## src/core/vf_ramp_pkg.sv

```systemverilog
package vf_ramp_pkg;
  localparam int FW = 17;
  localparam int VW = 13;
  localparam int TW = 16;
  localparam int AW = 8;
  localparam int NT = 8;
  localparam int DIVW = FW + VW;

  // Byte offsets of the register map
  localparam logic [AW-1:0] OFS_LOCK   = 8'h00;
  localparam logic [AW-1:0] OFS_MAXF   = 8'h04;
  localparam logic [AW-1:0] OFS_MIDF   = 8'h08;
  localparam logic [AW-1:0] OFS_MINF   = 8'h0C;
  localparam logic [AW-1:0] OFS_MAXV   = 8'h10;
  localparam logic [AW-1:0] OFS_MIDV   = 8'h14;
  localparam logic [AW-1:0] OFS_BOOST  = 8'h18;
  localparam logic [AW-1:0] OFS_LOWLIM = 8'h1C;
  localparam logic [AW-1:0] OFS_SCHEME = 8'h20;
  localparam logic [AW-1:0] OFS_RESTOR = 8'h24;
  localparam logic [AW-1:0] OFS_RAMP0  = 8'h28;
  localparam logic [AW-1:0] OFS_EMERG  = 8'h48;
  localparam logic [AW-1:0] OFS_REVEN  = 8'h4C;
  localparam logic [AW-1:0] OFS_CTRL   = 8'h50;
  localparam logic [AW-1:0] OFS_TARGET = 8'h54;
  localparam logic [AW-1:0] OFS_FREQ   = 8'h58;
  localparam logic [AW-1:0] OFS_VOLT   = 8'h5C;

  // Factory values; frequency in 0.01 Hz, voltage in 0.1 V, time in 0.1 s
  localparam logic [FW-1:0] DEF_MAXF   = 17'h01388;
  localparam logic [FW-1:0] DEF_MIDF   = 17'h001F4;
  localparam logic [FW-1:0] DEF_MINF   = 17'h00032;
  localparam logic [VW-1:0] DEF_MAXV   = 13'h0ED8;
  localparam logic [VW-1:0] DEF_MIDV   = 13'h00C8;
  localparam logic [VW-1:0] DEF_BOOST  = 13'h0064;
  localparam logic [FW-1:0] DEF_LOWLIM = 17'h00000;
  localparam logic [TW-1:0] DEF_RAMP   = 16'h0064;
  localparam logic [TW-1:0] DEF_EMERG  = 16'h0000;
  localparam logic [7:0]    DEF_RESTOR = 8'h00;

  // Limits of the settings
  localparam logic [FW-1:0] MAXF_LO    = 17'h003E8;
  localparam logic [FW-1:0] MAXF_HI    = 17'h186A0;
  localparam logic [VW-1:0] BOOST_HI   = 13'h0ED8;
  localparam logic [VW-1:0] VOLT_HI    = 13'h13EC;
  localparam logic [7:0]    RESTOR_HI  = 8'h0A;
  localparam logic [7:0]    RESTOR_CMD = 8'h08;
  localparam logic [1:0]    JOG_SET    = 2'h3;

  localparam int CLK_NS   = 40;
  localparam int TENTH_NS = 100000000;

  typedef struct packed {
    logic                  lock;
    logic [FW-1:0]         maxF;
    logic [FW-1:0]         midF;
    logic [FW-1:0]         minF;
    logic [VW-1:0]         maxV;
    logic [VW-1:0]         midV;
    logic [VW-1:0]         boost;
    logic [FW-1:0]         lowLim;
    logic                  scheme;
    logic [7:0]            restore;
    logic [NT-1:0][TW-1:0] rampT;
    logic [TW-1:0]         emergT;
    logic                  revEn;
  } cfg_t;

  localparam cfg_t CFG_DEFAULT = '{
    lock: 1'b0, maxF: DEF_MAXF, midF: DEF_MIDF, minF: DEF_MINF,
    maxV: DEF_MAXV, midV: DEF_MIDV, boost: DEF_BOOST,
    lowLim: DEF_LOWLIM, scheme: 1'b0, restore: DEF_RESTOR,
    rampT: {NT{DEF_RAMP}}, emergT: DEF_EMERG, revEn: 1'b1};

  typedef struct packed {
    logic       run;
    logic       dir;
    logic       jog;
    logic       segMode;
    logic [1:0] seg;
  } ctrl_t;

  typedef struct packed {
    logic       estop;
    logic [1:0] accelSel;
  } terminals_t;

  typedef struct packed {
    logic [FW-1:0] freq;
    logic [VW-1:0] volt;
    logic          outEn;
    logic          reverse;
  } drive_t;

  typedef enum logic {
    DIV_IDLE = 1'b0,
    DIV_RUN  = 1'b1
  } div_state_t;

  typedef struct packed {
    terminals_t    syncA;
    terminals_t    syncB;
    cfg_t          cfg;
    ctrl_t         ctrl;
    logic [FW-1:0] target;
    logic          estopHeld;
    logic [39:0]   acc;
    drive_t        drv;
    div_state_t    dst;
    logic [DIVW-1:0] num;
    logic [FW-1:0] den;
    logic [DIVW-1:0] quo;
    logic [FW:0]   rem;
    logic [4:0]    divCnt;
    logic [VW-1:0] base;
    logic          pready;
    logic          pslverr;
    logic [31:0]   prdata;
  } state_t;
endpackage : vf_ramp_pkg

```

## src/core/vf_curve_and_ramp_control.sv

```systemverilog
// Decided for this implementation: the placing of the registers and the APB slave port.
`timescale 1ns/1ps
module vf_curve_and_ramp_control #(
  parameter int TENTH_CYCLES = vf_ramp_pkg::TENTH_NS / vf_ramp_pkg::CLK_NS
) (
  input  wire logic                   mclk,
  input  wire logic                   rst_n,
  input  wire logic                   psel,
  input  wire logic                   penable,
  input  wire logic                   pwrite,
  input  wire logic [7:0]             paddr,
  input  wire logic [31:0]            pwdata,
  output logic                        pready,
  output logic [31:0]                 prdata,
  output logic                        pslverr,
  input  wire vf_ramp_pkg::terminals_t terminals,
  output vf_ramp_pkg::drive_t         drive
);
  import vf_ramp_pkg::*;

  if (TENTH_CYCLES < 1 || TENTH_CYCLES >= (1 << 24)) begin : g_chk
    $error("TENTH_CYCLES out of range");
  end

  localparam logic [23:0] TENTH = 24'(TENTH_CYCLES);

  state_t s_ff;
  state_t nxt_s;

  function automatic logic [FW-1:0] fMin(input logic [FW-1:0] a,
                                         input logic [FW-1:0] b);
    fMin = (a < b) ? a : b;
  endfunction : fMin

  function automatic logic [VW-1:0] vMin(input logic [VW-1:0] a,
                                         input logic [VW-1:0] b);
    vMin = (a < b) ? a : b;
  endfunction : vMin

  // A zero time would make the span zero and step every cycle, so it counts as one 0.1 s unit
  function automatic logic [39:0] timeCycles(input logic [TW-1:0] t);
    logic [TW-1:0] tt;
    tt = (t == '0) ? TW'(1) : t;
    timeCycles = 40'(tt) * 40'(TENTH);
  endfunction : timeCycles

  function automatic logic [31:0] readReg(input state_t s,
                                          input logic [AW-1:0] a,
                                          output logic bad);
    readReg = '0;
    bad = 1'b0;
    if (a >= OFS_RAMP0 && a < OFS_EMERG && a[1:0] == 2'b00) begin
      readReg = 32'(s.cfg.rampT[3'((a - OFS_RAMP0) >> 2)]);
    end else begin
      unique case (a)
        OFS_LOCK:   readReg = 32'(s.cfg.lock);
        OFS_MAXF:   readReg = 32'(s.cfg.maxF);
        OFS_MIDF:   readReg = 32'(s.cfg.midF);
        OFS_MINF:   readReg = 32'(s.cfg.minF);
        OFS_MAXV:   readReg = 32'(s.cfg.maxV);
        OFS_MIDV:   readReg = 32'(s.cfg.midV);
        OFS_BOOST:  readReg = 32'(s.cfg.boost);
        OFS_LOWLIM: readReg = 32'(s.cfg.lowLim);
        OFS_SCHEME: readReg = 32'(s.cfg.scheme);
        OFS_RESTOR: readReg = 32'(s.cfg.restore);
        OFS_EMERG:  readReg = 32'(s.cfg.emergT);
        OFS_REVEN:  readReg = 32'(s.cfg.revEn);
        OFS_CTRL:   readReg = 32'(s.ctrl);
        OFS_TARGET: readReg = 32'(s.target);
        OFS_FREQ:   readReg = 32'(s.drv.freq);
        OFS_VOLT:   readReg = {s.drv.outEn, s.drv.reverse,
                               s.estopHeld, 16'h0000, s.drv.volt};
        default:    bad = 1'b1;
      endcase
    end
  endfunction : readReg

  always_comb begin
    logic [VW-1:0] effMax;
    logic [VW-1:0] effBoost;
    logic [VW-1:0] effMid;
    logic [FW-1:0] lim;
    logic [FW-1:0] goal;
    logic [FW-1:0] f;
    logic [1:0]    pairSel;
    logic [TW-1:0] tActive;
    logic [39:0]   span;
    logic          running;
    logic          wantRev;
    logic          bad;
    logic [31:0]   rd;
    logic [FW:0]   r;
    nxt_s = s_ff;
    bad = 1'b0;
    rd = '0;
    r = '0;
    effMax = '0;
    effBoost = '0;
    effMid = '0;
    lim = '0;
    goal = '0;
    f = '0;
    pairSel = '0;
    tActive = '0;
    span = '0;
    running = 1'b0;
    wantRev = 1'b0;

    // Terminal pins are asynchronous to mclk
    nxt_s.syncA = terminals;
    nxt_s.syncB = s_ff.syncA;

    // APB slave: one wait state, write lands with pready high
    nxt_s.pready = 1'b0;
    if (psel && penable && !s_ff.pready) begin
      rd = readReg(s_ff, paddr, bad);
      nxt_s.pready = 1'b1;
      nxt_s.prdata = pwrite ? 32'h00000000 : rd;
      nxt_s.pslverr = bad;
    end
    if (psel && penable && s_ff.pready && pwrite && !s_ff.pslverr) begin
      if (paddr == OFS_LOCK) begin
        nxt_s.cfg.lock = pwdata[0];
      end else if (paddr == OFS_CTRL) begin
        nxt_s.ctrl = ctrl_t'(pwdata[5:0]);
      end else if (paddr == OFS_TARGET) begin
        nxt_s.target = fMin(pwdata[FW-1:0], MAXF_HI);
      end else if (!s_ff.cfg.lock) begin
        if (paddr >= OFS_RAMP0 && paddr < OFS_EMERG) begin
          nxt_s.cfg.rampT[3'((paddr - OFS_RAMP0) >> 2)] = pwdata[TW-1:0];
        end else begin
          unique case (paddr)
            OFS_MAXF:
              if (pwdata[FW-1:0] >= MAXF_LO && pwdata[FW-1:0] <= MAXF_HI
                  && pwdata[FW-1:0] > s_ff.cfg.lowLim)
                nxt_s.cfg.maxF = pwdata[FW-1:0];
            OFS_MIDF:   nxt_s.cfg.midF = fMin(pwdata[FW-1:0], MAXF_HI);
            OFS_MINF:   nxt_s.cfg.minF = fMin(pwdata[FW-1:0], MAXF_HI);
            OFS_MAXV:   nxt_s.cfg.maxV = vMin(pwdata[VW-1:0], VOLT_HI);
            OFS_MIDV:   nxt_s.cfg.midV = vMin(pwdata[VW-1:0], VOLT_HI);
            OFS_BOOST:  nxt_s.cfg.boost = vMin(pwdata[VW-1:0], BOOST_HI);
            OFS_LOWLIM:
              if (pwdata[FW-1:0] < s_ff.cfg.maxF)
                nxt_s.cfg.lowLim = pwdata[FW-1:0];
            OFS_SCHEME: nxt_s.cfg.scheme = pwdata[0];
            OFS_RESTOR:
              if (pwdata[7:0] == RESTOR_CMD) begin
                nxt_s.cfg = CFG_DEFAULT;
              end else if (pwdata[7:0] <= RESTOR_HI) begin
                nxt_s.cfg.restore = pwdata[7:0];
              end
            OFS_EMERG:  nxt_s.cfg.emergT = pwdata[TW-1:0];
            OFS_REVEN:  nxt_s.cfg.revEn = pwdata[0];
            default:    nxt_s.cfg = s_ff.cfg;
          endcase
        end
      end
    end

    // Emergency stop latches until software drops the run bit
    if (s_ff.syncB.estop) begin
      nxt_s.estopHeld = 1'b1;
    end else if (!s_ff.ctrl.run) begin
      nxt_s.estopHeld = 1'b0;
    end

    running = s_ff.ctrl.run && !s_ff.estopHeld;
    wantRev = s_ff.ctrl.dir && s_ff.cfg.revEn;
    lim = fMin(s_ff.cfg.lowLim, s_ff.cfg.maxF);
    goal = fMin(s_ff.target, s_ff.cfg.maxF);
    if (goal < lim) begin
      goal = lim;
    end
    // A direction change passes through zero first
    if (!running || wantRev != s_ff.drv.reverse) begin
      goal = '0;
    end

    if (s_ff.ctrl.jog) begin
      pairSel = JOG_SET;
    end else if (s_ff.ctrl.segMode) begin
      pairSel = s_ff.ctrl.seg;
    end else begin
      pairSel = s_ff.syncB.accelSel;
    end
    f = s_ff.drv.freq;
    tActive = (goal > f) ? s_ff.cfg.rampT[{pairSel, 1'b0}]
                         : s_ff.cfg.rampT[{pairSel, 1'b1}];
    if (s_ff.estopHeld) begin
      tActive = s_ff.cfg.emergT;
    end
    span = timeCycles(tActive);

    if (s_ff.estopHeld && s_ff.cfg.emergT == '0) begin
      nxt_s.drv.freq = '0;
      nxt_s.drv.outEn = 1'b0;
      nxt_s.acc = '0;
    end else if (running && f < lim && goal >= lim
                 && wantRev == s_ff.drv.reverse) begin
      nxt_s.drv.freq = lim;
      nxt_s.drv.outEn = 1'b1;
      nxt_s.acc = '0;
    end else if (f == goal) begin
      nxt_s.acc = '0;
      if (f == '0) begin
        nxt_s.drv.reverse = wantRev;
        nxt_s.drv.outEn = running;
      end
    end else begin
      // Rate maxF per span cycles, one 0.01 Hz step at a time
      nxt_s.drv.outEn = 1'b1;
      nxt_s.acc = s_ff.acc + 40'(s_ff.cfg.maxF);
      if (nxt_s.acc >= span) begin
        nxt_s.acc = nxt_s.acc - span;
        nxt_s.drv.freq = (goal > f) ? f + FW'(1) : f - FW'(1);
      end
    end

    // Voltage curve: iterative divide, new result every DIVW+2 cycles
    effMax = s_ff.cfg.maxV;
    effBoost = vMin(s_ff.cfg.boost, effMax);
    effMid = vMin(s_ff.cfg.midV, effMax);
    if (effMid < effBoost) begin
      effMid = effBoost;
    end
    unique case (s_ff.dst)
      DIV_IDLE: begin
        nxt_s.dst = DIV_RUN;
        nxt_s.divCnt = 5'(DIVW);
        nxt_s.rem = '0;
        nxt_s.quo = '0;
        f = fMin(s_ff.drv.freq, s_ff.cfg.maxF);
        if (f <= s_ff.cfg.minF) begin
          nxt_s.base = effBoost;
          nxt_s.num = '0;
          nxt_s.den = FW'(1);
        end else if (f <= s_ff.cfg.midF) begin
          nxt_s.base = effBoost;
          nxt_s.num = DIVW'(effMid - effBoost) * DIVW'(f - s_ff.cfg.minF);
          nxt_s.den = s_ff.cfg.midF - s_ff.cfg.minF;
        end else begin
          nxt_s.base = effMid;
          nxt_s.num = DIVW'(effMax - effMid) * DIVW'(f - s_ff.cfg.midF);
          nxt_s.den = (s_ff.cfg.maxF > s_ff.cfg.midF)
                      ? s_ff.cfg.maxF - s_ff.cfg.midF : FW'(1);
        end
      end
      DIV_RUN: begin
        if (s_ff.divCnt == '0) begin
          nxt_s.dst = DIV_IDLE;
          nxt_s.drv.volt = vMin(s_ff.base + s_ff.quo[VW-1:0], effMax);
        end else begin
          r = {s_ff.rem[FW-1:0], s_ff.num[DIVW-1]};
          nxt_s.num = {s_ff.num[DIVW-2:0], 1'b0};
          nxt_s.divCnt = s_ff.divCnt - 5'(1);
          if (r >= {1'b0, s_ff.den}) begin
            nxt_s.rem = r - {1'b0, s_ff.den};
            nxt_s.quo = {s_ff.quo[DIVW-2:0], 1'b1};
          end else begin
            nxt_s.rem = r;
            nxt_s.quo = {s_ff.quo[DIVW-2:0], 1'b0};
          end
        end
      end
    endcase
  end

  always_ff @(posedge mclk or negedge rst_n) begin
    if (!rst_n) begin
      s_ff <= '{cfg: CFG_DEFAULT, drv: '{volt: DEF_BOOST, default: '0},
                dst: DIV_IDLE, den: 17'h00001, default: '0};
    end else begin
      s_ff <= nxt_s;
    end
  end

  assign pready  = s_ff.pready;
  assign prdata  = s_ff.prdata;
  assign pslverr = s_ff.pslverr;
  assign drive   = s_ff.drv;
endmodule : vf_curve_and_ramp_control

```

## config.mk

```make
export PLATFORM = sky130hd
export DESIGN_NAME = vf_curve_and_ramp_control
export DESIGN_NICKNAME = d
export VERILOG_FILES = /design/src/core/vf_ramp_pkg.sv /design/src/core/vf_curve_and_ramp_control.sv
export SDC_FILE = /design/constraint.sdc
export NUM_CORES = 2
export LEC_CHECK = 0
export ABC_AREA = 1
export BUFFER_PORTS_ARGS = -buffer_cell sky130_fd_sc_hd__buf_2
export CAP_MARGIN = 20
export CORE_UTILIZATION = 25
export DETAILED_ROUTE_END_ITERATION = 6
export GPL_TIMING_DRIVEN = 0
export PLACE_DENSITY_LB_ADDON = 0.1
export SYNTH_ARGS = -nofsm -noshare
export SYNTH_HDL_FRONTEND = slang
export SYNTH_SLANG_ARGS = --single-unit
```

## constraint.sdc

```tcl
create_clock -name mclk -period 24 [get_ports mclk]
set_input_delay 1.2 -clock mclk [delete_from_list [all_inputs] [get_ports mclk]]
set_output_delay 1.2 -clock mclk [all_outputs]
set_load 0.05 [all_outputs]
```

==> run summary <==
WL final = 278500 um
Resized Gates After CTS = 0
Worst Hold End = s_ff[506]
Row count = 180
RSZ-0062 raised after global routing = no
Vias/cell = 4.959
Post-DP HPWL = 227000 um
Synth Area per Inst = 7.599 um2
Sequential share of the synthesized area = 0.2006
Pwr per Cell Area = 40.03 nW/um2
Netlist cell types = 63
Crit path buf inv count = 9
CTS tree = done
Max transition margin = 0.1233
# DRC = 0
Crit path max-delay family = simple AND/OR/NAND/NOR gates
Hold depth = 0
Crit path top cell by count = nand2_1
Iteration-0 DRC Markers = 4625
Final Instance Area = 68120 um2
Gate Count Post-Synth = 7960
Global-route wire length before repair = 405800 um
Syn. warnings = 0
P_leak = 33.93 nW
Minimum clock period = 18130 ps
Ys async rst share = 1.000
Total GRT Usage = 0.2268
Die Width = 493.9 um
Vias in the first global route = 57970
Clock tree buffer depth = 3
Area grow syn2layout = 12.61%
Via Count = 56660
Dpl cells = 11290
GR peak layer = met2
DIE HEIGHT = 493.9 um
HP Start = nxt_s[506]
GP Congestion = 0.9367
Final slew viol count = 0
Met2 Usage GRT = 0.3770
Worst reg2reg path endpoint = s_ff[211]
Max-Cap Viols = 0
Port buffer count = 85
First-pass DRT Iterations = 5
R2R Setup Slk = 5870 ps
CP endpoint kind = register
Slowest-stage cell, CP = dfrtp_1
Fraction of layout cells with a size suffix above 1 = 0.06388
Clk slew on worst S/H paths = 60 ps
Clock skew = 79.67 ps
Fillers = 26580
Grt ovf = 0
VDD IR max = 0.04981 mV
Post-Synthesis Cell Area = 60490 um2
Period utilization = 0.7553
H-tree depth = 3
CP Class = register to register
WP data required = 24620 ps
ANT nets after route = 0
M3 GR Usage = 0.02673
Post-synth EDFFs = 0
Clock Latency Late Sink = 740 ps
CTS Buf Count = 69
Worst-path fanout max = 24
Starting Density = 0.2515
Worst path max stage delay = 1090 ps
Routed WL per cell = 24.38 um
Worst R2R Path Depth = 65
Startpoint type of the worst setup path = register
Setup_tns = 0 ps
Hold Fails Final Rpt = 0
Final setup fails = 0
Largest net degree at the start of global routing = 106
Main synth FF type = dfrtp_1
Area after DPL = 65560 um2
Root Driver = clkbuf_16
Stages on worst setup path = 65
Yosys reg bits = 482
Nets = 9429
Arrival time worst endpoint = 18750 ps
Core box area = 240500 um2
Status = completed
R2r startpoint = s_ff[489]
Hold Crit Class = register to register
Fmax = 55.17 MHz
Final Non-Filler Cells = 11430
Number of setup buffers added after CTS = 0
Met1 usage = 0.3015
Worst Tran Pin Value = 1301 ps
Cts hold-fix bufs = 0
Die area = 243900 um2
I/O pins = 114
Clock sinks = 482
Initial antenna violation count = 16
[synth_stat cells (11+ instances only)]
cell / instances / area (um2)
dfstp_2: 56 / 1471
buf_2: 27 / 135.1
buf_1: 15 / 56.30
nand2_1: 1704 / 6396
clkinv_1: 21 / 78.83
o211ai_1: 19 / 142.6
inv_1: 1152 / 4324
o21ai_1: 50 / 250.2
a22o_1: 12 / 105.1
nor4_1: 25 / 156.4
o21a_1: 13 / 97.59
nand3b_1: 21 / 157.7
o21ai_0: 641 / 3208
a32o_1: 11 / 110.1
nand3_1: 229 / 1146
o22ai_1: 161 / 1007
or2_2: 38 / 237.7
nor3_1: 74 / 370.4
o221ai_1: 45 / 394.1
buf_4: 69 / 518.0
a22oi_1: 24 / 180.2
fa_1: 533 / 10670
o21bai_1: 27 / 202.7
nand4_1: 70 / 437.9
a211oi_1: 18 / 135.1
a21o_1: 31 / 232.7
nor2_1: 655 / 2459
a21oi_1: 513 / 2567
a221oi_1: 26 / 227.7
ha_1: 668 / 8358
inv_2: 26 / 97.59
a31oi_1: 32 / 200.2
dfrtp_1: 426 / 10660
o31ai_1: 32 / 240.2
xnor2_1: 94 / 823.3
clkbuf_1: 174 / 653.1
xor2_1: 141 / 1235
[kinds of logic (layout without fill, tap and decap cells)]
family / Yosys count / in the layout / synth area share
other: 1 / 18 / 0.00006199
AND/OR/NAND/NOR: 2849 / 2849 / 0.1922
flip-flops: 482 / 482 / 0.2006
buffers and inverters: 1488 / 1751 / 0.09767
AO/OA/AOI/OAI: 1704 / 1704 / 0.1609
XOR/XNOR: 235 / 235 / 0.03403
adder cells (fa/ha/maj): 1201 / 1201 / 0.3146
[worst reg2reg max path: cells and delay by family, from the launching register on]
| family | cells | cell delay (ps) |
|---|---|---|
| simple gates | 30 | 6170 |
| compound gates | 14 | 3190 |
| fa+ha+maj | 11 | 4090 |
| buf+inv | 9 | 3190 |
| xor+xnor | 1 | 320 |
| flops | 1 | 1090 |
[worst max path at each step]
stage / startpoint / to
after floorplan: s_ff[496] / drive[27]
after global placement: s_ff[489] / s_ff[211]
after detailed placement: s_ff[489] / s_ff[203]
after CTS: s_ff[489] / s_ff[211]
after global routing: s_ff[489] / s_ff[211]
final: s_ff[489] / s_ff[211]
[final cells by class]
class | instances | area [um2] | area share
multi-input combinational | 6001 | 42570 | 0.6250
sequential | 482 | 12130 | 0.1781
inverter | 1199 | 4501 | 0.06607
tap | 3185 | 3985 | 0.05850
clock buffer | 93 | 1977 | 0.02902
buffer | 289 | 1408 | 0.02066
timing repair buffer | 138 | 1016 | 0.01492
clock inverter | 32 | 514.2 | 0.007549
antenna | 6 | 15.01 | 0.0002204
[per-layer routing]
layer  wire [um]  up-vias
met5          30        -
met4       11250        4
met3       13660      364
met2      129300     1686
met1      124300    28090
li1            -    26510
[power by group]
part           leakage [nW]  internal, mW  switching, mW
Combinational          26.5         0.249          0.477
Sequential             6.19         0.842         0.0265
Clock                  1.21         0.656          0.475
Total                  33.9          1.75          0.979
[layout by cell type (no fill, tap or decap), types with 27 or more instances in the layout]
cell type / n
a21oi_1: 512
nand4_1: 70
nand2_1: 1704
o31ai_1: 32
a21o_1: 31
clkbuf_1: 182
nor2_1: 655
clkbuf_16: 69
nand3_1: 229
dfstp_2: 56
xor2_1: 138
dfrtp_1: 426
fa_1: 533
o21ai_1: 54
o22ai_1: 161
o221ai_1: 45
ha_1: 668
buf_2: 118
o21bai_1: 27
or2_2: 38
a31oi_1: 32
o21ai_0: 637
buf_4: 94
xnor2_1: 88
nor3_1: 74
inv_1: 1152
[metrics by stage]
| stage | util | hold slack, ps | worst slack, ps | power [mW] |
|---|---|---|---|---|
| 2_1_floorplan | - | 331.2 | 12200 | 1.373 |
| 3_3_place_gp | 0.2700 | 339.8 | 5113 | 1.604 |
| 3_5_place_dp | 0.2726 | 337.8 | 6126 | 1.606 |
| 4_1_cts | 0.2829 | 351.9 | 6080 | 2.754 |
| 5_1_grt | 0.2832 | 357.8 | 5000 | 2.876 |
| 6_report | 0.2832 | 349.9 | 5873 | 2.726 |
[sequential cells by signal, indices dropped and copies added (netlist names)]
register,flops
drive,32
nxt_s,3
prdata,20
pready,1
pslverr,1
s_ff,425
Note: power is estimated with default switching activity, not from simulation.
